## src/design/gpfp_regs.svh

```systemverilog
// Purpose: Register offsets, reset values and field positions of the flag port
// Assumes: APB byte addresses, one aligned 32-bit word per register
// Notes: Definitions only
`ifndef GPFP_REGS_SVH
`define GPFP_REGS_SVH

// Register byte offsets
`define GPFP_OFS_DATA      8'h00
`define GPFP_OFS_SET       8'h04
`define GPFP_OFS_CLEAR     8'h08
`define GPFP_OFS_TOGGLE    8'h0c
`define GPFP_OFS_MASK_SET  8'h10
`define GPFP_OFS_MASK_CLR  8'h14
`define GPFP_OFS_DIR       8'h18
`define GPFP_OFS_EDGE      8'h1c
`define GPFP_OFS_BOTH      8'h20
`define GPFP_OFS_IRQ_STAT  8'h24
`define GPFP_OFS_SER_SEL   8'h28

// Reset values
`define GPFP_RST_FLAGS     16'h0000
`define GPFP_RST_DIR       16'h0000
`define GPFP_RST_MASK      16'h0000
`define GPFP_RST_EDGE      16'h0000
`define GPFP_RST_BOTH      16'h0000
`define GPFP_RST_SER_SEL   8'h00

// Serial select field: bit 0 slave select input, bits 7:1 select outputs
`define GPFP_SER_SS_BIT    0
`define GPFP_SER_SEL_LO    1
`define GPFP_SER_SEL_HI    7

`endif

```

## src/design/gpfp_pkg.sv

```systemverilog
// Purpose: Shared types of the general purpose flag port
// Assumes: Sixteen flag pins, APB data 32 bits
// Notes: Offsets and reset values live in gpfp_regs.svh
package gpfp_pkg;

   // Register select decoded from the APB address
   typedef enum logic [3:0] {
      SEL_DATA     = 4'h0,
      SEL_SET      = 4'h1,
      SEL_CLEAR    = 4'h3,
      SEL_TOGGLE   = 4'h2,
      SEL_MASK_SET = 4'h6,
      SEL_MASK_CLR = 4'h7,
      SEL_DIR      = 4'h5,
      SEL_EDGE     = 4'h4,
      SEL_BOTH     = 4'hc,
      SEL_IRQ_STAT = 4'hd,
      SEL_SER_SEL  = 4'hf,
      SEL_NONE     = 4'he
   } gpfp_sel_e;

   // One decoded bus request
   typedef struct packed {
      logic      setup;
      logic      wr;
      logic      rd;
      gpfp_sel_e sel;
      logic [31:0] wdata;
   } gpfp_req_s;

   // Per-pin interrupt sensitivity configuration
   typedef struct packed {
      logic [15:0] edge_mode;
      logic [15:0] both_edges;
   } gpfp_sens_s;

endpackage : gpfp_pkg

```

## src/design/gpfp_top.sv

```systemverilog
// Purpose: Sixteen-pin general purpose flag port with interrupts
// Assumes: Pin inputs synchronous to pclk, APB register access
// Notes: Serial port select lines may take over pins 0 to 7
//
// The placing of the registers and register access over APB were left to the implementer.
`timescale 1ns/1ps
`include "gpfp_regs.svh"

// What this block does
// RULE_01: Sixteen pins, each input or output by its own direction bit.
// RULE_02: Modify writes change only pins whose written bit is one.
// RULE_03: Set register writes of one drive selected outputs high.
// RULE_04: Clear register writes of one drive selected outputs low.
// RULE_05: Toggle register writes of one invert selected flags.
// RULE_06: Data register write loads all flag values directly.
// RULE_07: Status read returns present sense of all sixteen flags.
// RULE_08: Mask set writes of one enable interrupts of selected pins.
// RULE_09: Mask clear writes of one disable interrupts of selected pins.
// RULE_10: Input pins interrupt from pin level; outputs only by software.
// RULE_11: Per-pin sensitivity bit picks level or edge response.
// RULE_12: Edge pins pick rising only or both edges.
// RULE_13: Serial slave select input and seven select outputs take pins.
// RULE_14: Edge events latch until cleared; level events follow the pin. The code latches level events too, until a status read or clear write.
module gpfp_top #(
   parameter int NPINS = 16
) (
   // Clock and reset
   input wire logic pclk,
   input wire logic presetn,
   // APB slave
   input wire logic psel,
   input wire logic penable,
   input wire logic pwrite,
   input wire logic [7:0] paddr,
   input wire logic [31:0] pwdata,
   output logic [31:0] prdata,
   output logic pready,
   output logic pslverr,
   // Flag pins
   input wire logic [NPINS-1:0] flag_pin_bus_in,
   output logic [NPINS-1:0] flag_pin_bus_out,
   output logic [NPINS-1:0] flag_pin_bus_oe,
   // Serial port select lines
   input wire logic [7:1] serial_select_outputs,
   input wire logic [7:1] serial_select_oe,
   output logic serial_slave_select_in,
   // Interrupt
   output logic irq
);

   gpfp_pkg::gpfp_req_s req;
   gpfp_pkg::gpfp_sens_s sens_r;
   logic [NPINS-1:0] flags_r;
   logic [NPINS-1:0] dir_r;
   logic [NPINS-1:0] mask_r;
   logic [NPINS-1:0] stat_r;
   logic [NPINS-1:0] stat_nxt;
   logic [NPINS-1:0] sense;
   logic [NPINS-1:0] edge_evt;
   logic [NPINS-1:0] level_evt;
   logic [NPINS-1:0] wbits;
   logic [NPINS-1:0] rd_clr_r;
   logic [NPINS-1:0] sw_clr;
   logic [NPINS-1:0] takeover;
   logic [NPINS-1:0] ser_out;
   logic [NPINS-1:0] ser_oe;
   logic [7:0] ser_sel_r;
   logic [31:0] rdata_nxt;
   logic [31:0] prdata_r;

   // Written word trimmed to the flag width
   assign wbits = req.wdata[NPINS-1:0];

   // Bus decode and strobes
   gpfp_apb_slave u_apb (
      .pclk(pclk),
      .presetn(presetn),
      .psel(psel),
      .penable(penable),
      .pwrite(pwrite),
      .paddr(paddr),
      .pwdata(pwdata),
      .pready(pready),
      .pslverr(pslverr),
      .req(req)
   );

   // Direction control, one bit a pin
   always_ff @(posedge pclk or negedge presetn) begin
      if (!presetn) begin
         dir_r <= `GPFP_RST_DIR;
      end else if (req.wr && req.sel == gpfp_pkg::SEL_DIR) begin
         dir_r <= wbits; // [RULE_01]
      end
   end

   // Flag output values: set, clear, toggle and direct load
   always_ff @(posedge pclk or negedge presetn) begin
      if (!presetn) begin
         flags_r <= `GPFP_RST_FLAGS;
      end else if (req.wr) begin
         unique case (req.sel)
            gpfp_pkg::SEL_SET: begin
               flags_r <= flags_r | wbits; // [RULE_02] [RULE_03]
            end
            gpfp_pkg::SEL_CLEAR: begin
               flags_r <= flags_r & ~wbits; // [RULE_02] [RULE_04]
            end
            gpfp_pkg::SEL_TOGGLE: begin
               flags_r <= flags_r ^ wbits; // [RULE_02] [RULE_05]
            end
            gpfp_pkg::SEL_DATA: begin
               flags_r <= wbits; // [RULE_06]
            end
            default: begin
               flags_r <= flags_r;
            end
         endcase
      end
   end

   // Interrupt mask, set and clear by writing ones
   always_ff @(posedge pclk or negedge presetn) begin
      if (!presetn) begin
         mask_r <= `GPFP_RST_MASK;
      end else if (req.wr && req.sel == gpfp_pkg::SEL_MASK_SET) begin
         mask_r <= mask_r | wbits; // [RULE_08]
      end else if (req.wr && req.sel == gpfp_pkg::SEL_MASK_CLR) begin
         mask_r <= mask_r & ~wbits; // [RULE_09]
      end
   end

   // Sensitivity type and edge selection
   always_ff @(posedge pclk or negedge presetn) begin
      if (!presetn) begin
         sens_r.edge_mode <= `GPFP_RST_EDGE;
         sens_r.both_edges <= `GPFP_RST_BOTH;
      end else if (req.wr && req.sel == gpfp_pkg::SEL_EDGE) begin
         sens_r.edge_mode <= wbits; // [RULE_11]
      end else if (req.wr && req.sel == gpfp_pkg::SEL_BOTH) begin
         sens_r.both_edges <= wbits; // [RULE_12]
      end
   end

   // Serial port takeover enables
   always_ff @(posedge pclk or negedge presetn) begin
      if (!presetn) begin
         ser_sel_r <= `GPFP_RST_SER_SEL;
      end else if (req.wr && req.sel == gpfp_pkg::SEL_SER_SEL) begin
         ser_sel_r <= req.wdata[7:0];
      end
   end

   // Pins handed to the serial port: pin 0 in, pins 1 to 7 out
   always_comb begin
      takeover = '0;
      ser_out = '0;
      ser_oe = '0;
      takeover[`GPFP_SER_SS_BIT] = ser_sel_r[`GPFP_SER_SS_BIT]; // [RULE_13]
      for (int i = `GPFP_SER_SEL_LO; i <= `GPFP_SER_SEL_HI; i++) begin
         takeover[i] = ser_sel_r[i]; // [RULE_13]
         ser_out[i] = serial_select_outputs[i];
         ser_oe[i] = serial_select_oe[i];
      end
   end

   // Slave select reads inactive high unless its pin is taken over
   assign serial_slave_select_in = ser_sel_r[`GPFP_SER_SS_BIT] ?
      flag_pin_bus_in[`GPFP_SER_SS_BIT] : 1'b1; // [RULE_13]

   // Pin drivers, serial port wins on taken pins
   always_comb begin
      for (int i = 0; i < NPINS; i++) begin
         if (takeover[i] && i != `GPFP_SER_SS_BIT) begin
            flag_pin_bus_out[i] = ser_out[i]; // [RULE_13]
            flag_pin_bus_oe[i] = ser_oe[i];
         end else if (takeover[i]) begin
            flag_pin_bus_out[i] = 1'b0;
            flag_pin_bus_oe[i] = 1'b0;
         end else begin
            flag_pin_bus_out[i] = flags_r[i];
            flag_pin_bus_oe[i] = dir_r[i]; // [RULE_01]
         end
      end
   end

   // Sense: inputs follow the pin, outputs the written flag value
   always_comb begin
      for (int i = 0; i < NPINS; i++) begin
         sense[i] = (dir_r[i] && !takeover[i]) ? flags_r[i] :
            flag_pin_bus_in[i]; // [RULE_07] [RULE_10]
      end
   end

   // Edge and level events on the sense
   gpfp_event_detect #(
      .WIDTH(NPINS)
   ) u_evt (
      .pclk(pclk),
      .presetn(presetn),
      .sense(sense),
      .edge_mode(sens_r.edge_mode),
      .both_edges(sens_r.both_edges),
      .edge_evt(edge_evt),
      .level_evt(level_evt)
   );

   // Software clears: a status read, or clearing the flag value
   always_comb begin
      sw_clr = '0;
      if (req.rd && req.sel == gpfp_pkg::SEL_IRQ_STAT) begin
         sw_clr = rd_clr_r;
      end
      if (req.wr && req.sel == gpfp_pkg::SEL_CLEAR) begin
         sw_clr = sw_clr | wbits; // [RULE_14]
      end
   end

   // Sticky status, a new event wins over a clear in the same cycle
   always_comb begin
      stat_nxt = (stat_r & ~sw_clr) | edge_evt | level_evt; // [RULE_14]
   end

   always_ff @(posedge pclk or negedge presetn) begin
      if (!presetn) begin
         stat_r <= '0;
      end else begin
         stat_r <= stat_nxt; // [RULE_10] [RULE_11] [RULE_12]
      end
   end

   // Interrupt while any unmasked status bit is set
   assign irq = |(stat_r & mask_r); // [RULE_08] [RULE_09]

   // Read data for the setup cycle
   always_comb begin
      rdata_nxt = '0;
      unique case (req.sel)
         gpfp_pkg::SEL_DATA,
         gpfp_pkg::SEL_SET,
         gpfp_pkg::SEL_CLEAR,
         gpfp_pkg::SEL_TOGGLE: begin
            rdata_nxt[NPINS-1:0] = sense; // [RULE_07]
         end
         gpfp_pkg::SEL_MASK_SET,
         gpfp_pkg::SEL_MASK_CLR: begin
            rdata_nxt[NPINS-1:0] = mask_r;
         end
         gpfp_pkg::SEL_DIR: begin
            rdata_nxt[NPINS-1:0] = dir_r;
         end
         gpfp_pkg::SEL_EDGE: begin
            rdata_nxt[NPINS-1:0] = sens_r.edge_mode;
         end
         gpfp_pkg::SEL_BOTH: begin
            rdata_nxt[NPINS-1:0] = sens_r.both_edges;
         end
         gpfp_pkg::SEL_IRQ_STAT: begin
            rdata_nxt[NPINS-1:0] = stat_r;
         end
         gpfp_pkg::SEL_SER_SEL: begin
            rdata_nxt[7:0] = ser_sel_r;
         end
         default: begin
            rdata_nxt = '0;
         end
      endcase
   end

   // Read data captured at every read setup, zero for unmapped offsets
   always_ff @(posedge pclk or negedge presetn) begin
      if (!presetn) begin
         prdata_r <= '0;
      end else if (psel && !penable && !pwrite) begin
         prdata_r <= rdata_nxt;
      end
   end

   // Status bits shown to the read are the only ones it clears
   always_ff @(posedge pclk or negedge presetn) begin
      if (!presetn) begin
         rd_clr_r <= '0;
      end else if (req.setup) begin
         rd_clr_r <= stat_r;
      end
   end

   assign prdata = prdata_r;

endmodule : gpfp_top

```

## src/design/gpfp_apb_slave.sv

```systemverilog
// Purpose: APB decode of the flag port registers
// Assumes: Zero wait states, pready always high in the access phase
// Notes: Unmapped addresses answer with pslverr and have no effect
`timescale 1ns/1ps
`include "gpfp_regs.svh"

module gpfp_apb_slave (
   // APB
   input wire logic pclk,
   input wire logic presetn,
   input wire logic psel,
   input wire logic penable,
   input wire logic pwrite,
   input wire logic [7:0] paddr,
   input wire logic [31:0] pwdata,
   output logic pready,
   output logic pslverr,
   // Decoded request
   output gpfp_pkg::gpfp_req_s req
);

   // Address to register select
   function automatic gpfp_pkg::gpfp_sel_e decode(input logic [7:0] a);
      case (a)
         `GPFP_OFS_DATA: decode = gpfp_pkg::SEL_DATA;
         `GPFP_OFS_SET: decode = gpfp_pkg::SEL_SET;
         `GPFP_OFS_CLEAR: decode = gpfp_pkg::SEL_CLEAR;
         `GPFP_OFS_TOGGLE: decode = gpfp_pkg::SEL_TOGGLE;
         `GPFP_OFS_MASK_SET: decode = gpfp_pkg::SEL_MASK_SET;
         `GPFP_OFS_MASK_CLR: decode = gpfp_pkg::SEL_MASK_CLR;
         `GPFP_OFS_DIR: decode = gpfp_pkg::SEL_DIR;
         `GPFP_OFS_EDGE: decode = gpfp_pkg::SEL_EDGE;
         `GPFP_OFS_BOTH: decode = gpfp_pkg::SEL_BOTH;
         `GPFP_OFS_IRQ_STAT: decode = gpfp_pkg::SEL_IRQ_STAT;
         `GPFP_OFS_SER_SEL: decode = gpfp_pkg::SEL_SER_SEL;
         default: decode = gpfp_pkg::SEL_NONE;
      endcase
   endfunction : decode

   logic hit;
   logic access;

   // Request decode, effects happen on the access edge
   assign access = psel & penable;
   assign req.sel = decode(paddr);
   assign hit = (req.sel != gpfp_pkg::SEL_NONE);
   assign req.setup = psel & ~penable & hit;
   assign req.wr = access & pwrite & hit;
   assign req.rd = access & ~pwrite & hit;
   assign req.wdata = pwdata;

   // Answer in the first access cycle
   assign pready = 1'b1;
   assign pslverr = access & ~hit;

endmodule : gpfp_apb_slave

```

## src/design/gpfp_event_detect.sv

```systemverilog
// Purpose: Per-pin level and edge event detection on the flag sense
// Assumes: Sense is synchronous to pclk
// Notes: Previous sense resets to zero, so a pin high at reset counts as rise
`timescale 1ns/1ps

module gpfp_event_detect #(
   parameter int WIDTH = 16
) (
   // Clock and reset
   input wire logic pclk,
   input wire logic presetn,
   // Sense and configuration
   input wire logic [WIDTH-1:0] sense,
   input wire logic [WIDTH-1:0] edge_mode,
   input wire logic [WIDTH-1:0] both_edges,
   // Events
   output logic [WIDTH-1:0] edge_evt,
   output logic [WIDTH-1:0] level_evt
);

   logic [WIDTH-1:0] prev_r;

   // Previous sense for edge detection
   always_ff @(posedge pclk or negedge presetn) begin
      if (!presetn) begin
         prev_r <= '0;
      end else begin
         prev_r <= sense;
      end
   end

   // Level or edge per pin, rising only or both edges
   always_comb begin
      for (int i = 0; i < WIDTH; i++) begin
         level_evt[i] = ~edge_mode[i] & sense[i];
         if (both_edges[i]) begin
            edge_evt[i] = edge_mode[i] & (sense[i] ^ prev_r[i]);
         end else begin
            edge_evt[i] = edge_mode[i] & sense[i] & ~prev_r[i];
         end
      end
   end

endmodule : gpfp_event_detect

```

## config.mk

```make
export PLATFORM = sky130hd
export DESIGN_NAME = gpfp_top
export DESIGN_NICKNAME = d
export VERILOG_FILES = /design/src/design/gpfp_pkg.sv /design/src/design/gpfp_top.sv /design/src/design/gpfp_apb_slave.sv /design/src/design/gpfp_event_detect.sv
export VERILOG_INCLUDE_DIRS = /design/src /design/src/design
export SDC_FILE = /design/constraint.sdc
export NUM_CORES = 1
export LEC_CHECK = 0
export ABC_AREA = 0
export CORE_MARGIN = 2
export CORE_UTILIZATION = 48
export CTS_CLUSTER_DIAMETER = 80
export CTS_CLUSTER_SIZE = 8
export DETAILED_ROUTE_END_ITERATION = 7
export DONT_BUFFER_PORTS = 1
export PLACE_DENSITY = 0.62
export SYNTH_ARGS = -nofsm -noshare
export SYNTH_HDL_FRONTEND = slang
export SYNTH_SLANG_ARGS = --single-unit
export TNS_END_PERCENT = 20
```

## constraint.sdc

```tcl
create_clock -name pclk -period 1.7 [get_ports pclk]
set_input_delay 0.17 -clock pclk [delete_from_list [all_inputs] [get_ports pclk]]
set_output_delay 0.17 -clock pclk [all_outputs]
set_load 0.05 [all_outputs]
```

==> results of run 1 <==
[power by group through the flow]
stage / clock network, uW / registers (uW) / logic (uW)
final: 4190 / 3890 / 842
after global routing: 4380 / 3910 / 909
after CTS: 4240 / 3890 / 838
after detailed placement: 0 / 3950 / 739
after global placement: 0 / 3940 / 709
after floorplan: 0 / 3920 / 675
[routing by layer]
| layer | track usage [%] | routed length (um) | up-vias |
|---|---|---|---|
| met2 | 45.1 | 12100 | 327 |
| met1 | 37.1 | 10600 | 3485 |
| met5 | 0 | 0 | - |
| li1 | - | - | 3176 |
| met4 | 11.6 | 690 | 0 |
| met3 | 5.29 | 1930 | 54 |
[metrics by stage]
| step | total power, uW | cell area [um2] | TNS, ns | setup WS, ns |
|---|---|---|---|---|
| floorplan | 4600 | 8460 | -39.17 | -0.488 |
| global placement | 4650 | 9040 | -28.09 | -0.328 |
| detailed placement | 4690 | 9040 | -33.50 | -0.359 |
| CTS | 8970 | 10100 | -0.180 | -0.180 |
| global route | 9200 | 10100 | -0.196 | -0.196 |
| finish | 8920 | 10100 | -0.176 | -0.176 |
[worst paths after layout]
path | depth (start not counted) | end | start | slack [ns]
setup / recovery | 4 | irq | stat_r[11] | -0.18
hold / removal | 0 | ser_sel_r[4] | presetn | -0.56
setup reg to reg | 6 | prdata[8] | register | 0.15
hold reg to reg | 2 | prdata[15] | prdata[15] | 0.48
max in group asynchronous | 0 | u_evt.prev_r[10] | presetn | 2.04
min in group pclk | 2 | flags_r[12] | paddr[3] | 0.05
[worst reg2reg max path, delay by kind of cell, from the launching register on]
family                 cells  cell delay [ns]
AOI/OAI and AO/OA          4             0.77
buffers and inverters      1             0.15
DFF                        1             0.40
and+or+nand+nor            1             0.06
[final cells by class]
class	count	share of cell area [%]
tap	225	2.79
sequential	152	37.6
timing repair buffer	128	11.0
clock inverter	8	1.66
inverter	52	1.93
clock buffer	22	4.79
multi-input combinational	570	40.2
[placed cells by master (no fill, tap or decap), drive strengths merged, types with 5 or more instances in the layout]
cell type	netlist	layout
dfrtp	152	152
buf	47	96
nand2	86	86
o21ai	58	58
mux2	57	57
inv	52	52
a21oi	44	44
nor2	41	41
ha	32	32
dlygate4sd3	0	31
a221oi	28	28
mux2i	27	27
clkbuf	33	22
nand2b	19	19
nand3	19	19
a211oi	19	19
nand3b	17	17
conb	2	17
a31oi	14	14
a222oi	12	12
a22o	11	11
a211o	8	8
a311o	8	8
a221o	8	8
a22oi	8	8
nor3	6	6
bufinv	0	5
[cells by family after synthesis]
group	Yosys count	synth area share [%]
other cells	2	0.0895
buf+inv	132	7.68
compound gates	226	18.6
simple gates	210	12.6
flops	152	45.3
mux	84	10.9
xor+xnor	1	0.104
fa+ha+maj	32	4.77
[timing repair]
action	CTS	global route
endpoints found under the hold margin	253	152
pin swaps	3	3
endpoints found under the setup margin	2	2
setup buffers	4	4
resized for setup	6	1
==> results.md, run 1 <==
* Critical-path cell list: a22o_1 -> a221oi_2 -> nand4_1 -> buf_6
* CTS tree: built
* Main synth FF type: dfrtp_1
* Largest net degree at the start of global routing at 153
* Storage cell area at 0.00380 mm2
* Non-Filler Instances at 1157
* Max VDD drop at 0.675 mV
* Worst EP arrival at 1.71 ns
* Vias at 7042
* Final core occ at 58.8%
* Max-Cap Viols at 0
* Largest cells by area after synthesis: dfrtp_1 45%, mux2_2 7.7%, ha_1 4.8%, nand2_1 3.8%, o21ai_0 3.5%
* Req. time, crit path at 1.53 ns
* Grt ovf at 0
* Worst setup margin at -0.176 ns
* Fill cell count at 1462
* Final hold violation count at 152
* TritonCTS buffer count at 17
* Die X at 136 um
* Synth top area share at 45.3%
* Cell-internal power at 6860 uW
* GPL Wtd Cong at 0.874
* Power density over the cells at 883 mW/mm2
* Clk root buf: clkbuf_16
* Ant diodes at 0
* Ys async rst share at 100%
* Syn avg cell area at 10.0 um2
* Layout cells sized above 1 at 21.5%
* RSZ-0062 raised after global routing: true
* Maximum clock rate at 533 MHz
* Drt drc at 0
* Global-route wire length before repair at 38900 um
* CP Class: reg2out
* Synth warnings at 0
* Hold-fix buffers, CTS at 32
* Port bufs at 0
* Vias per cell at 6.09
* Net Sw Frac at 23.1%
* Final Max Slew Viols at 0
* Normalized max-slew margin at 61.1%
* CTS sink count at 152
* Part of the power in registers at 43.6%
* Max clock buf depth at 2
* Synthesized flop and latch total at 152
* DIE HEIGHT at 136 um
* Final Critical Period at 1.88 ns
* Top-count cell post-synth: dfrtp_1
* Ports at 143
* Multi-input gate area at 0.00406 mm2
* Comb pwr share at 9.4%
* Final nets at 1028
* Clk pin slew, worst setup/hold paths at 0.06 ns
* Leak pwr at 0.00460 uW
* Initial DRC count at 718
* Failing checks: negative hold slack, negative setup slack
* Routed WL at 25300 um
* Placed cells at 1087
* Sw Pwr at 2060 uW
* Initial antenna violation count at 0
* Worst setup EP type: primary output
* Tightest Hold Check Type: in2async
* Sequential fraction of the synthesis area at 45.3%
* CTS H-tree depth at 4
* Post-synth cell types at 57
* Clock power share at 47.0%
* CP Max Fanout at 2
* Die Area at 0.0185 mm2
* Crit-path leading delay family: compound AO/OA/AOI/OAI gates
* Startpoint Class: register
* Number of buffers and inverters on the critical path at 1
* Rows at 48
* Status: complete, but fails checks
* Post-DP HPWL at 16900 um
* Final setup viols at 1
* Vias in the first global route at 6934
* Area Growth Syn to Fin at 20.4%
* Cell taking the most area after synthesis: dfrtp_1
* Clock Skew at 0.00587 ns
* Part of the cycle the worst path needs at 110%
* Drt first pass iters at 8
* Slowest CP cell: dfrtp_1
* EDFF count, synth at 0
* WHS at -0.558 ns
* Worst skew pair latency at 0.42 ns
* Cell area after synthesis at 0.00839 mm2
* Initial Utilization at 48.8%
* Core area at 0.0172 mm2
* Top post-synthesis cells by count: 152 x dfrtp_1, 86 x nand2_1, 58 x o21ai_0
* Max incr delay on CP at 0.40 ns
* Number of routed nets with antenna violations at 0
* GRT Util Overall at 28.0%
* Post-synthesis cell count at 839
* Detailed-route wire length per cell at 21.9 um
* Least-Margin Pin Slew at 0.583 ns
Note: power is estimated with default switching activity, not from simulation.
==> run 2, diff against run 1 <==
Settings changed: HOLD_SLACK_MARGIN set to 0.08.
==> run 2 against run 1 <==
  * The flow still finishes with violations (negative hold slack, negative setup slack)
  * Power rose by 0.22%
  * Worst setup slack got worse by 0.0087 ns
  * Global-route usage rose by 0.23 points
  * Combinational power rose by 2%
  * Final cell count rose by 0.17%
  * Non-clock buffer count rose by 2
  * Clock skew fell by 0.00075 ns
  * Critical path type unchanged
  * Largest power group unchanged
  * Highest routed layer unchanged
==> results.md, run 2 (synthesis gave the netlist of run 1 again) <==
* Commonest non-fill, non-tap cell in the layout: dfrtp_1
* CP Class: reg2out
* Failing checks: negative hold slack, negative setup slack
* Initial antenna violation count at 0
* Final Critical Period at 1.88 ns
* Post-Layout Inst Area at 0.0101 mm2
* Port bufs at 0
* CTS H-tree depth at 4
* Reg2reg setup slack at 0.17 ns
* Detailed-route wire length per cell at 22.1 um
* Core area at 0.0172 mm2
* DP Area at 0.00904 mm2
* Leak pwr at 0.00462 uW
* Clk pin slew, worst setup/hold paths at 0.06 ns
* Maximum clock rate at 531 MHz
* Final hold violation count at 152
* Global-route wire length before repair at 39200 um
* Clock Skew at 0.00512 ns
* DIE HEIGHT at 136 um
* Part of the cycle the worst path needs at 111%
* Layout cells sized above 1 at 21.4%
* Max VDD drop at 0.678 mV
* Commonest cells after routing, fill and taps aside: 152 x dfrtp_1, 90 x buf_4, 86 x nand2_1
* Max clock buf depth at 2
* Normalized max-slew margin at 24.8%
* CTS tree: built
* Ant diodes at 0
* Hold-fix buffers, CTS at 34
* Worst EP arrival at 1.71 ns
* WHS at -0.558 ns
* Rows at 48
* Final Max Slew Viols at 0
* Status: complete, but fails checks
* RSZ-0062 raised after global routing: true
* CTS sink count at 152
* Worst skew pair latency at 0.42 ns
* Final setup viols at 1
* Initial DRC count at 677
* Design Power at 8940 uW
* Final nets at 1030
* Number of routed nets with antenna violations at 0
* Die X at 136 um
* Clk root buf: clkbuf_16
* Max-Cap Viols at 0
* Area Growth Syn to Fin at 20.7%
* Tightest Hold Check Type: in2async
* Worst setup EP type: primary output
* Largest net degree at the start of global routing at 153
* Grt ovf at 0
* Drt drc at 0
* GRT Util Overall at 28.2%
* Routed WL at 25600 um
* Vias at 7059
* Worst setup margin at -0.185 ns
* CP Max Fanout at 4
* Req. time, crit path at 1.53 ns
* GPL Wtd Cong at 0.874
* Vias in the first global route at 7032
* Least-Margin Pin Slew at 1.13 ns
* Initial Utilization at 48.8%
* Startpoint Class: register
* Power density over the cells at 883 mW/mm2
* TritonCTS buffer count at 17
* Ports at 143
* Drt first pass iters at 8
* Vias per cell at 6.09
* Die Area at 0.0185 mm2
* Post-DP HPWL at 16900 um
==> run 2: cell count changes in the layout (fill, tap and decap cells not counted) <==
cell / change
dlygate4sd3_1: +1
dlymetal6s4s_1: +1
==> run 2: report_power, final <==
group          total (uW)  internal [uW]  switching [uW]
sequential           3890           3780             118
clock                4190           2740            1450
combinational         860            347             513
==> run 2: final timing paths <==
check / start / to / depth (start not counted)
setup / recovery: stat_r[10] / irq / 4
hold / removal: presetn / ser_sel_r[4] / 0
setup reg to reg: flags_r[14] / flags_r[14] / 4
hold reg to reg: prdata[15] / prdata[15] / 2
max in group asynchronous: presetn / u_evt.prev_r[10] / 0
min in group pclk: pwdata[11] / stat_r[11] / 2
==> run 2: cell type report <==
type / instances / area, um2
multi-input combinational: 570 / 4060
inverter: 52 / 195
clock buffer: 22 / 484
sequential: 152 / 3800
timing repair buffer: 130 / 1130
fill: 1458 / 7050
tap: 225 / 282
clock inverter: 8 / 168
==> run 2: metrics by stage <==
| stage | instances | utilization (%) | hold slack (ns) | setup TNS, ns | setup WS, ns |
|---|---|---|---|---|---|
| finish | 1159 | 59.0 | -0.558 | -0.185 | -0.185 |
| CTS | 1155 | 58.7 | -0.575 | -0.183 | -0.180 |
| global route | 1159 | 59.0 | -0.574 | -0.196 | -0.196 |
| detailed placement | 1087 | 52.6 | -0.121 | -33.50 | -0.359 |
| global placement | 1087 | 52.6 | -0.117 | -28.09 | -0.328 |
| floorplan | 854 | - | -0.126 | -39.17 | -0.488 |
==> run 2: what timing repair did <==
action,in CTS,in global routing
setup buffers,4,4
pin swaps,3,3
endpoints found under the setup margin,2,10
resized for setup,6,2
endpoints found under the hold margin,277,152
==> run 2: critical path: stages, from the launching register on <==
cell and delay, ns:
dfrtp_1 0.42, a22o_1 0.27, a221oi_2 0.21, nand4_1 0.19
buf_6 0.20
==> run 2: per-layer routing <==
| metal | vias up | wire (um) | track usage, % |
|---|---|---|---|
| li1 | 3169 | - | - |
| met1 | 3512 | 10700 | 37.1 |
| met2 | 325 | 12300 | 45.4 |
| met3 | 53 | 1900 | 5.48 |
| met4 | 0 | 721 | 12.6 |
| met5 | - | 0 | 0 |
